==> src/rtl/mwd_consts.svh <==
// Field positions and codes of the microword field decoder
`ifndef MWD_CONSTS_SVH
`define MWD_CONSTS_SVH
// ====================================================================
// Opcode values at bits 22:19
`define MWD_OP_MEMREQ   4'h3
`define MWD_OP_MISCPORT 4'h2
`define MWD_OP_JUMP     4'h1
`define MWD_OP_DECODE   4'h0
// ====================================================================
// Port device, operations and special codes
`define MWD_DEV_DISK    3'h7
`define MWD_PORT_READ   2'h0
`define MWD_PORT_WRITE  2'h1
`define MWD_PORT_CTRL   2'h2
`define MWD_M1_NOP      4'hF
`define MWD_NAT_RDMODE  4'h5
`define MWD_CM_RDMODE   4'h0
// ====================================================================
// Wishbone register offsets (byte addresses)
`define MWD_ADR_WORD    4'h0
`define MWD_ADR_CTRL    4'h4
`define MWD_ADR_FLAGS   4'h8
`define MWD_ADR_ACT     4'hC
// ====================================================================
// Reset values
`define MWD_WORD_RST    24'h800000
`endif

==> src/rtl/mwd_pkg.sv <==
// Types shared by the microword field decoder
package mwd_pkg;
  typedef enum logic [4:0] {
    MWD_T_OTHER   = 5'h01,
    MWD_T_MEMREQ  = 5'h02,
    MWD_T_MISC    = 5'h04,
    MWD_T_JUMP    = 5'h08,
    MWD_T_DECODE  = 5'h10
  } mwd_type_e;

  // Sequencer condition inputs
  typedef struct packed {
    logic alu_n;
    logic alu_z;
    logic alu_v;
    logic alu_c;
    logic processor_status_carry;
    logic branch_false;
    logic general_register_destination;
    logic interrupt_request;
    logic error_summary;
    logic accelerator_sync;
    logic port_interrupt;
    logic instruction_buffer_valid;
    logic compat_mode;
  } mwd_cond_s;

  // Sequencer directives
  typedef struct packed {
    logic        jump;
    logic        call;
    logic        skip;
    logic        ret;
    logic        ret_plus1;
    logic        pop;
    logic        loop;
    logic [13:0] target;
  } mwd_seq_s;

  // Port bus command
  typedef struct packed {
    logic       valid;
    logic [2:0] device;
    logic [1:0] op;
    logic [2:0] hw_sel;
    logic       disk_controller;
  } mwd_port_s;
endpackage

==> src/rtl/mwd_decoder.sv <==
// Microword field decoder with Wishbone-visible state
//
// Chosen here: the Wishbone interface to the registers and the register addresses.
`timescale 1ns/1ps
`default_nettype none
`include "mwd_consts.svh"

module mwd_decoder
  import mwd_pkg::*;
(
  input  wire logic        clk_i,
  input  wire logic        rst_i,
  input  wire logic        wb_cyc_i,
  input  wire logic        wb_stb_i,
  input  wire logic        wb_we_i,
  input  wire logic [3:0]  wb_adr_i,
  input  wire logic [3:0]  wb_sel_i,
  input  wire logic [31:0] wb_dat_i,
  output logic      [31:0] wb_dat_o,
  output logic             wb_ack_o,
  input  wire logic        word_load_i,
  input  wire logic [23:0] word_i,
  input  wire mwd_cond_s   cond_i,
  input  wire logic [7:0]  instruction_bus_i,
  output mwd_seq_s         seq_o,
  output mwd_port_s        port_o,
  output logic [4:0]       micro_type_o,
  output logic             parity_error_o,
  output logic             misc_strobes_valid_o,
  output logic [6:0]       misc_strobes_o,
  output logic [4:0]       flags_o,
  output logic [1:0]       console_o,
  output logic [4:0]       operand_specifier_register_o,
  output logic             register_destination_flag_o,
  output logic [4:0]       memory_function_field_o,
  output logic [1:0]       operand_size_field_o,
  output logic [6:0]       local_store_select_field_o,
  output logic             working_reg_sel_o,
  output logic [2:0]       pc_store_wr_o,
  output logic [5:0]       mapping_rom_addr_hi_o,
  output logic             mapping_rom_select_o,
  output logic             instruction_byte_request_o,
  output logic             compat_high_byte_select_o
);

  // ==================================================================
  // Current microword and field functions
  logic [23:0] current_microword_register_r;
  logic        exec_r;

  function automatic logic cond_test(input logic [2:0] c,
                                     input mwd_cond_s k);
    case (c)
      3'h0:    cond_test = ~k.alu_n;
      3'h1:    cond_test = ~k.alu_z;
      3'h2:    cond_test = ~k.alu_v;
      3'h3:    cond_test = k.alu_c;
      3'h5:    cond_test = k.branch_false;
      3'h6:    cond_test = k.general_register_destination;
      3'h7:    cond_test = ~k.interrupt_request;
      default: cond_test = 1'b0;
    endcase
  endfunction

  always_ff @(posedge clk_i) begin
    if (rst_i) begin
      current_microword_register_r <= `MWD_WORD_RST;
      exec_r                       <= 1'b0;
    end else begin
      exec_r <= word_load_i;
      if (word_load_i) begin
        current_microword_register_r <= word_i;
      end
    end
  end

  logic [23:0] w;
  logic [3:0]  op4;
  mwd_type_e   typ;
  assign w   = current_microword_register_r;
  assign op4 = w[22:19];

  always_comb begin
    if (w[22] || w[21]) begin
      typ = MWD_T_OTHER;
    end else begin
      case (op4)
        `MWD_OP_MEMREQ:   typ = MWD_T_MEMREQ;
        `MWD_OP_MISCPORT: typ = MWD_T_MISC;
        `MWD_OP_JUMP:     typ = MWD_T_JUMP;
        `MWD_OP_DECODE:   typ = MWD_T_DECODE;
        default:          typ = MWD_T_OTHER;
      endcase
    end
  end

  logic is_misc;
  logic is_port;
  assign is_misc = exec_r && typ == MWD_T_MISC && !w[18];
  assign is_port = exec_r && typ == MWD_T_MISC && w[18];

  // ==================================================================
  // Flags: A, B, backup, accelerator select, store page, console
  logic flag_a_r;
  logic flag_b_r;
  logic backup_flag_r;
  logic accelerator_input_select_r;
  logic writable_store_page_r;
  logic console_attention_r;
  logic console_ack_r;

  always_ff @(posedge clk_i) begin
    if (rst_i) begin
      flag_a_r                   <= 1'b0;
      flag_b_r                   <= 1'b0;
      backup_flag_r              <= 1'b0;
      accelerator_input_select_r <= 1'b0;
      writable_store_page_r      <= 1'b0;
      console_attention_r        <= 1'b0;
      console_ack_r              <= 1'b0;
    end else if (is_misc) begin
      case (w[15:12])
        4'h0: begin flag_b_r <= 1'b0; flag_a_r <= 1'b0; end
        4'h1: begin flag_b_r <= 1'b0; flag_a_r <= 1'b1; end
        4'h2: begin flag_b_r <= 1'b1; flag_a_r <= 1'b0; end
        4'h3: flag_a_r <= 1'b0;
        4'h4: flag_b_r <= 1'b0;
        4'h5: flag_a_r <= 1'b1;
        4'h6: flag_b_r <= 1'b1;
        4'h7: backup_flag_r <= 1'b1;
        4'h8: accelerator_input_select_r <= 1'b1;
        4'h9: accelerator_input_select_r <= 1'b0;
        4'hA: writable_store_page_r <= 1'b0;
        4'hB: writable_store_page_r <= 1'b1;
        4'hC: begin
          console_attention_r <= 1'b0;
          console_ack_r       <= 1'b0;
        end
        4'hD: console_ack_r <= 1'b1;
        4'hE: console_attention_r <= 1'b1;
        default: ;
      endcase
    end
  end

  // ==================================================================
  // Second misc strobes, one cycle each
  always_ff @(posedge clk_i) begin
    if (rst_i) begin
      misc_strobes_o       <= 7'h00;
      misc_strobes_valid_o <= 1'b0;
    end else begin
      misc_strobes_valid_o <= is_misc;
      misc_strobes_o       <= 7'h00;
      if (is_misc && w[11:9] != 3'h0) begin
        misc_strobes_o[w[11:9] - 3'h1] <= 1'b1;
      end
    end
  end

  // ==================================================================
  // Port bus command
  logic port_ok;
  always_comb begin
    case (w[14:13])
      `MWD_PORT_READ, `MWD_PORT_WRITE: port_ok = w[12:10] <= 3'h5;
      `MWD_PORT_CTRL:                  port_ok = w[12:10] <= 3'h6;
      default:                         port_ok = 1'b0;
    endcase
  end

  always_ff @(posedge clk_i) begin
    if (rst_i) begin
      port_o <= '0;
    end else begin
      port_o.valid           <= is_port && port_ok;
      port_o.device          <= w[17:15];
      port_o.op              <= w[14:13];
      port_o.hw_sel          <= w[12:10];
      port_o.disk_controller <= w[17:15] == `MWD_DEV_DISK;
    end
  end

  // ==================================================================
  // Operand specifier and destination flag
  logic [3:0] mode_spec;
  logic       register_destination_flag_hit;
  assign mode_spec = instruction_bus_i[7:4];
  assign register_destination_flag_hit = cond_i.compat_mode ? (mode_spec == `MWD_CM_RDMODE)
                                        : (mode_spec == `MWD_NAT_RDMODE);
  logic is_dec;
  assign is_dec = exec_r && typ == MWD_T_DECODE;

  always_ff @(posedge clk_i) begin
    if (rst_i) begin
      operand_specifier_register_o <= 5'h00;
    end else if (is_dec && w[6]) begin
      operand_specifier_register_o <= instruction_bus_i[4:0];
      if (cond_i.compat_mode && w[5]) begin
        operand_specifier_register_o[3] <= 1'b0;
      end
    end
  end

  always_ff @(posedge clk_i) begin
    if (rst_i) begin
      register_destination_flag_o <= 1'b0;
    end else if (is_dec && w[5]) begin
      register_destination_flag_o <= register_destination_flag_hit;
    end
  end

  // ==================================================================
  // Sequencer directives
  mwd_seq_s seq_nxt;
  logic     sk;
  logic     jc;

  always_comb begin
    seq_nxt = '0;
    sk      = 1'b0;
    case (w[4:0])
      5'h04: sk = ~cond_i.processor_status_carry;
      5'h0C: sk = flag_a_r;
      5'h0D: sk = flag_b_r;
      5'h0E: sk = ~flag_a_r;
      5'h0F: sk = ~flag_b_r;
      5'h10: seq_nxt.ret_plus1 = ~cond_i.error_summary;
      5'h11: seq_nxt.loop = ~cond_i.alu_z;
      5'h12: seq_nxt.pop = 1'b1;
      5'h13: seq_nxt.loop = cond_i.alu_c;
      5'h14: seq_nxt.ret = 1'b1;
      5'h15: ;
      5'h16: seq_nxt.ret_plus1 = 1'b1;
      5'h17: seq_nxt.loop = ~cond_i.interrupt_request
                            & ~cond_i.accelerator_sync;
      5'h18: sk = console_attention_r;
      5'h19: sk = console_ack_r;
      5'h1A: sk = cond_i.port_interrupt;
      5'h1B: sk = backup_flag_r;
      5'h1C: sk = cond_i.alu_n ^ cond_i.alu_v;
      5'h1D: sk = ~cond_i.error_summary;
      5'h1E: sk = 1'b1;
      5'h1F: sk = cond_i.accelerator_sync;
      default: sk = cond_test(w[2:0], cond_i) ^ w[3];
    endcase
    jc = 1'b0;
    case (w[3:0])
      4'h4: seq_nxt.jump = 1'b1;
      4'hC: seq_nxt.call = 1'b1;
      4'hD: seq_nxt.call = cond_i.instruction_buffer_valid;
      4'hE: jc = 1'b0;
      4'hF: seq_nxt.jump = cond_i.instruction_buffer_valid;
      default: seq_nxt.jump = cond_test(w[2:0], cond_i) ^ w[3];
    endcase
    if (typ == MWD_T_JUMP) begin
      seq_nxt.target = w[17:4];
      if (w[18]) begin
        seq_nxt.target[4:0] = w[8:4] | operand_specifier_register_o;
      end
      seq_nxt.skip = (w[3:0] == 4'hE) & cond_i.instruction_buffer_valid;
    end else if (typ == MWD_T_DECODE) begin
      seq_nxt.target = {w[17:12], 8'h00};
      seq_nxt.skip = (w[3:0] == 4'hE) & cond_i.instruction_buffer_valid;
    end else begin
      seq_nxt.jump = 1'b0;
      seq_nxt.call = 1'b0;
      seq_nxt.skip = sk | jc;
    end
    if (!exec_r || typ == MWD_T_OTHER) begin
      seq_nxt = '0;
    end
  end

  always_ff @(posedge clk_i) begin
    if (rst_i) begin
      seq_o <= '0;
    end else begin
      seq_o <= seq_nxt;
    end
  end

  // ==================================================================
  // Field outputs
  always_ff @(posedge clk_i) begin
    if (rst_i) begin
      micro_type_o               <= MWD_T_OTHER;
      parity_error_o             <= 1'b0;
      memory_function_field_o    <= 5'h00;
      operand_size_field_o       <= 2'h0;
      local_store_select_field_o <= 7'h00;
      working_reg_sel_o          <= 1'b0;
      pc_store_wr_o              <= 3'h0;
      mapping_rom_addr_hi_o      <= 6'h00;
      mapping_rom_select_o       <= 1'b0;
      instruction_byte_request_o <= 1'b0;
      compat_high_byte_select_o  <= 1'b0;
    end else begin
      micro_type_o   <= typ;
      parity_error_o <= exec_r && !(^w);
      memory_function_field_o <= {w[18:16], w[8:7]};
      operand_size_field_o    <= w[6:5];
      local_store_select_field_o <= w[15:9];
      working_reg_sel_o <= w[7];
      pc_store_wr_o <= (is_dec && !w[18])
                       ? {w[9], 2'b01} : 3'h0;
      mapping_rom_addr_hi_o <= {w[4], 2'b00, w[11:9]};
      mapping_rom_select_o  <= w[4];
      instruction_byte_request_o <= is_dec && w[8];
      compat_high_byte_select_o  <= is_dec && w[7];
    end
  end

  // ==================================================================
  // Flag and console outputs
  always_ff @(posedge clk_i) begin
    if (rst_i) begin
      flags_o   <= 5'h00;
      console_o <= 2'h0;
    end else begin
      flags_o   <= {writable_store_page_r, accelerator_input_select_r,
                    backup_flag_r, flag_b_r, flag_a_r};
      console_o <= {console_ack_r, console_attention_r};
    end
  end

  // ==================================================================
  // Wishbone slave, one wait state, read only
  logic [31:0] rd_nxt;
  always_comb begin
    case (wb_adr_i)
      `MWD_ADR_WORD:  rd_nxt = {8'h00, w};
      `MWD_ADR_CTRL:  rd_nxt = {26'h0, exec_r, typ};
      `MWD_ADR_FLAGS: rd_nxt = {25'h0, console_ack_r, console_attention_r,
                                writable_store_page_r,
                                accelerator_input_select_r,
                                backup_flag_r, flag_b_r, flag_a_r};
      `MWD_ADR_ACT:   rd_nxt = {27'h0, operand_specifier_register_o};
      default:        rd_nxt = 32'h00000000;
    endcase
  end

  always_ff @(posedge clk_i) begin
    if (rst_i) begin
      wb_ack_o <= 1'b0;
      wb_dat_o <= 32'h00000000;
    end else begin
      wb_ack_o <= wb_cyc_i && wb_stb_i && !wb_ack_o;
      wb_dat_o <= rd_nxt;
    end
  end

endmodule
`default_nettype wire

==> config.mk <==
export PLATFORM = sky130hd
export DESIGN_NAME = mwd_decoder
export DESIGN_NICKNAME = d
export VERILOG_FILES = /design/src/rtl/mwd_pkg.sv /design/src/rtl/mwd_decoder.sv
export VERILOG_INCLUDE_DIRS = /design/src /design/src/rtl
export SDC_FILE = /design/constraint.sdc
export NUM_CORES = 1
export LEC_CHECK = 0
export BUFFER_PORTS_ARGS = -buffer_cell sky130_fd_sc_hd__buf_4
export CAP_MARGIN = 20
export CORE_AREA = 4 4 105 107
export CTS_CLUSTER_SIZE = 10
export DETAILED_ROUTE_END_ITERATION = 10
export DIE_AREA = 0 0 109 111
export PLACE_DENSITY = 0.91
export SLEW_MARGIN = 20
export SYNTH_ARGS = -nofsm -noshare
export SYNTH_HDL_FRONTEND = slang
export SYNTH_SLANG_ARGS = --single-unit
==> constraint.sdc <==
create_clock -name clk_i -period 2.7 [get_ports clk_i]
set_input_delay 0.405 -clock clk_i [delete_from_list [all_inputs] [get_ports clk_i]]
set_output_delay 0.405 -clock clk_i [all_outputs]
set_load 0.02 [all_outputs]
==> results.sh, run 1 <==
export IMPL_rsz0062_at_grt="false"
export IMPL_grtUsageTotal_pct=22.78
export IMPL_cpMaxStageDelayCell="xnor3_1"
export IMPL_layout_drive_gt1_share_pct=29.76
export IMPL_yosys_warnings=0
export IMPL_ys_top_cells_by_count="126 x dfxtp_1, 71 x nor2_1, 26 x mux2i_1"
export IMPL_firstDrtPassIters=5
export IMPL_instances_no_fill=808
export IMPL_routedWlPerCell_microns=16.84
export IMPL_synth_area_top_cells="dfxtp_1 50%, nor2_1 5.3%, ha_1 5.2%, mux2i_1 5.2%, buf_4 3.6%"
export IMPL_vias=4239
export IMPL_yosysUniqueCellTypes=55
export IMPL_drt_iter0_drc=344
export IMPL_place_congestion=0.8561
export IMPL_min_path_cells=2
export IMPL_hold_viol_final=0
export IMPL_routed_wl_mm=13.61
export IMPL_cap_violations=0
export IMPL_cts_tree="done"
export IMPL_cts_htree_levels=4
export IMPL_critPathKind="reg -> reg"
export IMPL_grt_pass1_vias=4175
export IMPL_hold_buffers=0
export IMPL_cts_made_buffers=17
export IMPL_grt_pass1_wl_mm=21.25
export IMPL_crit_family="XOR/XNOR gates"
export IMPL_drc=0
export IMPL_cellLeakagePower_nw=3.016
export IMPL_power_switching_mw=1.168
export IMPL_vdd_ir_drop_max_mv=0.3575
export IMPL_status="finished clean"
export IMPL_endpoint_kind="flop"
export IMPL_gr_total_overflow=0
export IMPL_antenna_cells=0
export IMPL_fp_dieH_microns=111
export IMPL_fill_cells=757
export IMPL_multi_input_area_sq_mm=0.002156
export IMPL_ioPinCount=209
export IMPL_worstPathRequired_ns=3.09
export IMPL_setup_tns_ns=0
export IMPL_fin_skew_ns=0.009004
export IMPL_dieArea_sq_mm=0.01210
export IMPL_p_comb_share_pct=10.7
export IMPL_hold_path_class="in -> reg"
export IMPL_cp_start_kind="flop"
export IMPL_ys_ff_latch=126
export IMPL_pwr_share_seq_pct=40.8
export IMPL_clk_path_buf_depth=2
export IMPL_synth_top_area_share_pct=50.31
export IMPL_port_buffers=160
export IMPL_die_w_microns=109
export IMPL_setup_viol=0
export IMPL_cp_cell_sequence="inv_1, ha_1, xor2_1, xnor2_1, xnor3_1, xnor2_1, nor2_1"
export IMPL_viasPerCell=5.246
export IMPL_design_area_sq_mm=0.006760
export IMPL_synth_edf_count=0
export IMPL_core_sq_mm=0.01014
export IMPL_reg2reg_depth=7
export IMPL_finalCritPeriodShare_pct=76.11
export IMPL_worst_path_stages=7
export IMPL_fin_crit_ns=2.055
export IMPL_yosysTopAreaCell="dfxtp_1"
export IMPL_synth_cells=520
export IMPL_cts_reportedPaths_clkPinSlew_ns=0.06
export IMPL_tightest_slew_ns=0.5026
export IMPL_cpPeakStageDelay_ns=0.46
export IMPL_p_sw_share_pct=24.32
export IMPL_grt_max_degree=42
export IMPL_rows=37
export IMPL_p_int_mw=3.633
export IMPL_cellPowerDensity_mw_per_mm2=710.1
export IMPL_dp_cells=776
export IMPL_clk_latency_ns=0.52
export IMPL_cp_num_buf_inv=1
export IMPL_post_cts_setup_buffers=0
export IMPL_seq_area_frac_synth_pct=50.31
export IMPL_seq_area_sq_mm=0.002522
export IMPL_crit_fanout=7
export IMPL_cp_arrival_ns=2.45
export IMPL_area_delta_synth_final_pct=34.84
export IMPL_hpwl_mm=9.781
export IMPL_postSynthAreaPerCell_sq_um=9.641
export IMPL_place_area_sq_mm=0.006143
export IMPL_clock_sinks=126
export IMPL_slew_viol_final=0
export IMPL_antenna_found_initial=0
export IMPL_synth_flop_cell="dfxtp_1"
export IMPL_async_flop_share_pct=0
export IMPL_root_buffer="clkbuf_8"
export IMPL_post_cts_resized=0
export IMPL_fmax_ghz=0.4866
export IMPL_cp_common_cell="xnor2_1"
export IMPL_antenna_left=0
export IMPL_clkPwrFrac_pct=48.4
export IMPL_slew_headroom_pct=66.45
export IMPL_nets=771
export IMPL_synth_most_common_cell="dfxtp_1"
export IMPL_start_util_pct=49.45
export IMPL_synth_cell_area_sq_mm=0.005014
area by class of cell:
class | count | area share, %
clock buffers | 21 | 6.793
clock inverters | 11 | 2.332
inverters | 21 | 1.166
multi-input cells | 331 | 31.89
flip-flops and latches | 126 | 37.31
well taps | 136 | 2.517
repair buffers | 162 | 17.99
power groups by stage:
stage / clock, mW / sequential [mW] / combinational, mW
finish: 2.32 / 1.96 / 0.515
global route: 2.45 / 1.97 / 0.556
CTS: 2.35 / 1.96 / 0.514
detailed placement: 0 / 2.00 / 0.504
global placement: 0 / 2.00 / 0.495
floorplan: 0 / 2.00 / 0.337
logic make-up after synthesis:
group,synth area share [%]
flip-flops,50.31
multiplexers,6.089
adder cells (fa/ha/maj),5.241
buffers and inverters,7.437
XOR/XNOR,3.594
other,0.07480
AND/OR/NAND/NOR,18.27
AO/OA/AOI/OAI,8.985
per-stage QoR:
stage	utilization, %	power, mW	worst slack [ns]	hold slack, ns
floorplan	-	2.339	0.9419	0.4555
global placement	60.59	2.493	0.6897	0.4140
detailed placement	60.59	2.503	0.6568	0.4185
CTS	66.68	4.821	0.6473	0.07661
global route	66.68	4.974	0.5249	0.09101
finish	66.68	4.800	0.6450	0.09527
registers in the layout (all words and copies together) (netlist names), 2 cells and up:
signal                        flops
flags_o                           5
local_store_select_field_o        3
wb_dat_o                         24
console_o                         2
memory_function_field_o           4
misc_strobes_o                    7
operand_size_field_o              2
operand_specifier_register_o      5
current_microword_register_r     24
seq_o                            21
pc_store_wr_o                     2
port_o                            7
micro_type_o                      5
final timing paths:
path                                                                 endpoint                                     startpoint  slack (ns)
worst max-delay path                                parity_error_o$_SDFF_PP0_  current_microword_register_r[10]$_SDFFE_PP0P_        0.65
worst min-delay path            current_microword_register_r[23]$_SDFFE_PP1P_                                     word_i[23]         0.1
worst max register to register                      parity_error_o$_SDFF_PP0_  current_microword_register_r[10]$_SDFFE_PP0P_        0.65
worst min register to register                            wb_ack_o$_SDFF_PP0_                            wb_ack_o$_SDFF_PP0_        0.43
cells in the final DEF, fill, tap and decap left out, types with 5 or more instances in the layout:
cell,n
buf_4,162
nor2_1,71
inv_1,21
mux2i_1,26
xnor2_1,15
o21ai_0,10
conb_1,11
a21oi_1,24
nor2b_1,20
a211oi_1,7
nor3_1,22
a32oi_1,5
and2_1,11
clkbuf_16,16
dfxtp_1,126
nand2_1,19
nand3_1,12
ha_1,21
layer usage:
metal	wire, microns	vias up	global-route usage, %	part of all wire [%]
li1	-	2009	-	-
met1	5400	1999	27.32	40
met2	6710	196	37.43	49
met3	1067	35	5.708	7.8
met4	429	0	11.28	3.2
met5	0	-	0	0
No activity file was read; power rests on OpenSTA's default activity.
==> run 2, diff against run 1 <==
CORE_AREA = 4 4 113 115   (was 4 4 105 107)
DIE_AREA = 0 0 117 119   (was 0 0 109 111)
PLACE_DENSITY = 0.84   (was 0.91)
clock period = 1.87 ns   (was 2.7 ns; I/O delays follow)
==> results.sh, run 2 (synthesized netlist as in run 1, its figures left out) <==
export IMPL_crit_family="XOR/XNOR gates"
export IMPL_grtUsageTotal_pct=20.61
export IMPL_antenna_found_initial=0
export IMPL_port_buffers=160
export IMPL_r2r_end="parity_error_o$_SDFF_PP0_"
export IMPL_cp_cell_sequence="inv_1, ha_4, xor2_4, xnor2_2, xnor3_1, xnor2_1, nor2_1"
export IMPL_gr_total_overflow=0
export IMPL_pre_cts_slack_ns=0.01269
export IMPL_final_cell_mix="196 x buf_4, 123 x dfxtp_1, 71 x nor2_1"
export IMPL_clk_latency_ns=0.41
export IMPL_worstPathRequired_ns=2.17
export IMPL_vias=4308
export IMPL_crit_end="parity_error_o$_SDFF_PP0_"
export IMPL_cp_start_kind="flop"
export IMPL_rr_startpoint="current_microword_register_r[0]$_SDFFE_PP0P_"
export IMPL_clk_path_buf_depth=2
export IMPL_cap_violations=0
export IMPL_firstDrtPassIters=4
export IMPL_slew_viol_final=0
export IMPL_routedWlPerCell_microns=16.70
export IMPL_cp_arrival_ns=2.09
export IMPL_hold_buffers=0
export IMPL_rsz0062_at_grt="false"
export IMPL_hold_viol_final=0
export IMPL_status="finished clean"
export IMPL_vdd_ir_drop_max_mv=0.5920
export IMPL_cts_made_buffers=17
export IMPL_crit_fanout=3
export IMPL_die_w_microns=117
export IMPL_seq_area_sq_mm=0.002526
export IMPL_dieArea_sq_mm=0.01392
export IMPL_fp_dieH_microns=119
export IMPL_slew_headroom_pct=65.64
export IMPL_finalCritPeriodShare_pct=95.78
export IMPL_fmax_ghz=0.5583
export IMPL_clock_sinks=126
export IMPL_worst_path_stages=7
export IMPL_drc=0
export IMPL_cts_tree="done"
export IMPL_reg2reg_depth=7
export IMPL_viasPerCell=5.050
export IMPL_core_sq_mm=0.01181
export IMPL_ioPinCount=209
export IMPL_place_congestion=0.8924
export IMPL_setup_ws_ns=0.07885
export IMPL_setup_tns_ns=0
export IMPL_fin_skew_ns=0.008449
export IMPL_reg_largest_list="current_microword_register_r (24), wb_dat_o (24), seq_o (21)"
export IMPL_root_buffer="clkbuf_16"
export IMPL_critPathKind="reg -> reg"
export IMPL_antenna_left=0
export IMPL_cts_htree_levels=4
export IMPL_cp_num_buf_inv=1
export IMPL_hold_path_class="in -> reg"
export IMPL_cts_reportedPaths_clkPinSlew_ns=0.05
export IMPL_rows=40
export IMPL_fill_cells=1000
export IMPL_cpMaxStageDelayCell="xnor3_1"
export IMPL_cellLeakagePower_nw=3.244
export IMPL_critPathLaunch="current_microword_register_r[0]$_SDFFE_PP0P_"
export IMPL_r2r_setup_slack_ns=0.08
export IMPL_area_delta_synth_final_pct=42.80
export IMPL_start_util_pct=42.45
export IMPL_multi_input_area_sq_mm=0.002240
export IMPL_drt_iter0_drc=285
export IMPL_antenna_cells=0
export IMPL_routed_wl_mm=14.24
export IMPL_grt_pass1_vias=4347
export IMPL_tightest_slew_ns=0.5153
export IMPL_grt_max_degree=45
export IMPL_fin_crit_ns=1.791
export IMPL_hpwl_mm=10.59
export IMPL_endpoint_kind="flop"
export IMPL_layout_commonest_cell="buf_4"
export IMPL_setup_viol=0
export IMPL_cpPeakStageDelay_ns=0.44
export IMPL_cellPowerDensity_mw_per_mm2=1019
export IMPL_layout_drive_gt1_share_pct=34.84
export IMPL_nets=805
export IMPL_grt_pass1_wl_mm=21.97
run 2: cell types whose count changed in the layout (fill, tap and decap cells not counted), sizes merged:
cell / previous run / this run
buf: 162 / 196
bufinv: 3 / 5
clkbuf: 21 / 23
clkinv: 3 / 4
clkinvlp: 4 / 0
inv: 22 / 21
run 2: per-layer routing:
metal	GRT usage, %	wire length (microns)
met5	0	0
met3	6.504	1208
met1	24.90	5781
met2	33.46	6923
met4	8.746	327
run 2: what timing repair did:
action / in CTS / in global routing
cloned: 0 / 0
setup buffers: 0 / 1
resized for setup: 1 / 14
endpoints found under the setup margin: 1 / 3
pin swaps: 3 / 5
run 2: per-stage QoR:
stage          std cells  hold slack, ns  power, mW  cell area, sq um  util, %
2_1_floorplan        530          0.3984      3.377              5051        -
3_3_place_gp         820          0.4108      3.662              6405    54.23
3_5_place_dp         820          0.4243      3.679              6405    54.23
4_1_cts              852         0.06357      7.293              7064    59.81
5_1_grt              853         0.06886      7.531              7159    60.61
6_report             853         0.08224      7.297              7159    60.61
run 2: final cells by class:
cell class                      count  share of cell area, %
Clock buffer                       23                  6.676
Clock inverter                      9                  2.534
Inverter                           21                  1.101
Multi-Input combinational cell    331                  31.28
Sequential cell                   126                  35.28
Tap cell                          147                  2.569
Timing Repair Buffer              196                  20.55
run 2: report_power, final:
| part | switching (mW) | internal, mW | total (mW) | leakage [nW] |
|---|---|---|---|---|
| Clock | 1.14 | 2.47 | 3.61 | 0.322 |
| Sequential | 0.0523 | 2.75 | 2.81 | 1.02 |
| Combinational | 0.458 | 0.418 | 0.876 | 1.90 |
run 2: worst min-delay path by stage:
stage / start / cells past startpoint / endpoint
2_1_floorplan: word_i[23] / 1 / current_microword_register_r[23]$_SDFFE_PP1P_
3_3_place_gp: wb_ack_o$_SDFF_PP0_ / 1 / wb_ack_o$_SDFF_PP0_
3_5_place_dp: wb_ack_o$_SDFF_PP0_ / 1 / wb_ack_o$_SDFF_PP0_
4_1_cts: word_i[23] / 2 / current_microword_register_r[23]$_SDFFE_PP1P_
5_1_grt: word_i[23] / 2 / current_microword_register_r[23]$_SDFFE_PP1P_
6_report: word_i[23] / 2 / current_microword_register_r[23]$_SDFFE_PP1P_
==> run 3, diff against run 2 <==
CELL_PAD_IN_SITES_DETAIL_PLACEMENT = 1   (was default)
CELL_PAD_IN_SITES_GLOBAL_PLACEMENT = 1   (was default)
CORE_AREA = 4 4 131 133   (was 4 4 113 115)
DIE_AREA = 0 0 135 137   (was 0 0 117 119)
PLACE_DENSITY = default   (was 0.84)
PLACE_DENSITY_LB_ADDON = 0.1   (was default)
==> results.sh, run 3 (synthesized netlist as in run 1, its figures left out) <==
export IMPL_reg_largest_list="current_microword_register_r (24), wb_dat_o (24), seq_o (21)"
export IMPL_seq_area_sq_mm=0.002534
export IMPL_routed_wl_mm=16.27
export IMPL_antenna_left=0
export IMPL_worstPathRequired_ns=2.18
export IMPL_gr_total_overflow=0
export IMPL_status="finished clean"
export IMPL_hpwl_mm=12.32
export IMPL_rsz0062_at_grt="true"
export IMPL_viasPerCell=4.639
export IMPL_vdd_ir_drop_max_mv=0.6519
export IMPL_instances_no_fill=922
export IMPL_fin_hold_ws_ns=0.07565
export IMPL_die_w_microns=135
export IMPL_grt_max_degree=54
export IMPL_fin_crit_ns=1.818
export IMPL_setup_ws_ns=0.05228
export IMPL_cellLeakagePower_nw=3.197
export IMPL_slew_viol_final=0
export IMPL_routedWlPerCell_microns=17.65
export IMPL_grtUsageTotal_pct=17.94
export IMPL_setup_tns_ns=0
export IMPL_cap_violations=0
export IMPL_p_total_mw=6.918
export IMPL_layout_commonest_cell="buf_4"
export IMPL_critPathLaunch="current_microword_register_r[0]$_SDFFE_PP0P_"
export IMPL_crit_end="parity_error_o$_SDFF_PP0_"
export IMPL_fmax_ghz=0.5501
export IMPL_grt_pass1_wl_mm=25.25
export IMPL_r2r_setup_slack_ns=0.05
export IMPL_firstDrtPassIters=4
export IMPL_cellPowerDensity_mw_per_mm2=968.1
export IMPL_cp_cell_sequence="inv_4, ha_4, xor2_2, xnor2_1, xnor3_1, xnor2_2, nor2_1"
export IMPL_area_delta_synth_final_pct=42.53
export IMPL_rr_startpoint="current_microword_register_r[0]$_SDFFE_PP0P_"
export IMPL_cp_start_kind="flop"
export IMPL_clk_path_buf_depth=2
export IMPL_fin_skew_ns=0.006130
export IMPL_nets=806
export IMPL_grt_pass1_vias=4521
export IMPL_cpMaxStageDelayCell="xnor3_1"
export IMPL_root_buffer="clkbuf_16"
export IMPL_cts_htree_levels=4
export IMPL_fp_dieH_microns=137
export IMPL_hold_buffers=0
export IMPL_layout_drive_gt1_share_pct=35.13
export IMPL_finalCritPeriodShare_pct=97.20
export IMPL_reg2reg_depth=7
export IMPL_setup_viol=0
export IMPL_drt_iter0_drc=205
export IMPL_cts_tree="done"
export IMPL_hold_path_class="in -> reg"
export IMPL_final_cell_mix="197 x buf_4, 121 x dfxtp_1, 71 x nor2_1"
export IMPL_crit_fanout=4
export IMPL_r2r_end="parity_error_o$_SDFF_PP0_"
export IMPL_dp_cells=889
export IMPL_rows=46
export IMPL_cts_made_buffers=17
export IMPL_antenna_cells=0
export IMPL_pre_cts_slack_ns=-0.1021
export IMPL_cp_arrival_ns=2.13
export IMPL_tightest_slew_ns=0.5402
export IMPL_core_sq_mm=0.01583
export IMPL_antenna_found_initial=0
export IMPL_port_buffers=160
export IMPL_hold_viol_final=0
export IMPL_cts_reportedPaths_clkPinSlew_ns=0.06
export IMPL_clock_sinks=126
export IMPL_drc=0
export IMPL_cpPeakStageDelay_ns=0.47
export IMPL_ioPinCount=209
export IMPL_start_util_pct=31.68
export IMPL_endpoint_kind="flop"
export IMPL_fill_cells=1827
export IMPL_dieArea_sq_mm=0.01850
export IMPL_multi_input_area_sq_mm=0.002207
export IMPL_critPathKind="reg -> reg"
export IMPL_clk_latency_ns=0.42
export IMPL_place_congestion=0.7902
export IMPL_vias=4277
export IMPL_slew_headroom_pct=63.99
-- run 3: final cells by class --
class / count / area share (%)
Sequential cell: 126 / 35.46
Clock inverter: 10 / 1.593
Inverter: 21 / 1.138
Timing Repair Buffer: 197 / 20.70
Tap cell: 216 / 3.782
Multi-Input combinational cell: 331 / 30.89
Clock buffer: 21 / 6.444
-- run 3: critical path: cells and delay by family (launching register included) --
kind,cells,cell delay [ns]
flops,1,0.37
xor+xnor,4,1.01
buf+inv,1,0.05
fa+ha+maj,1,0.24
simple gates,1,0.05
-- run 3: worst min path at each step --
stage               cells after the start                                            end                start  slack (ns)
floorplan                               1  current_microword_register_r[23]$_SDFFE_PP1P_           word_i[23]        0.40
global placement                        1                            wb_ack_o$_SDFF_PP0_  wb_ack_o$_SDFF_PP0_        0.41
detailed placement                      1                            wb_ack_o$_SDFF_PP0_  wb_ack_o$_SDFF_PP0_        0.42
CTS                                     2  current_microword_register_r[23]$_SDFFE_PP1P_           word_i[23]        0.06
global route                            2  current_microword_register_r[23]$_SDFFE_PP1P_           word_i[23]        0.08
finish                                  2  current_microword_register_r[23]$_SDFFE_PP1P_           word_i[23]        0.08
-- run 3: through the flow --
stage	instance area (sq um)	util [%]
detailed placement	6491	41.01
CTS	7082	44.74
global route	7146	45.15
floorplan	5051	-
global placement	6491	41.01
finish	7146	45.15
-- run 3: where the power goes --
| part | switching [mW] | internal, mW | total [mW] |
|---|---|---|---|
| Sequential | 0.0569 | 2.75 | 2.81 |
| Combinational | 0.468 | 0.419 | 0.887 |
| Clock | 1.20 | 2.02 | 3.22 |
| Total | 1.73 | 5.19 | 6.92 |
-- run 3: repair_timing --
item / CTS / global route
endpoints found under the setup margin: 2 / 3
gates resized for setup: 4 / 14
hold endpoints to repair: 0 / 0
buffers inserted: 0 / 2
pin swaps: 1 / 6
-- run 3: routing by layer --
metal,share of wire (%),global-route usage (%),vias up
li1,-,-,2071
met1,44,22.35,2060
met2,47,29.32,130
met3,6.8,5.699,16
met4,1.6,6.439,0
met5,0,0,-
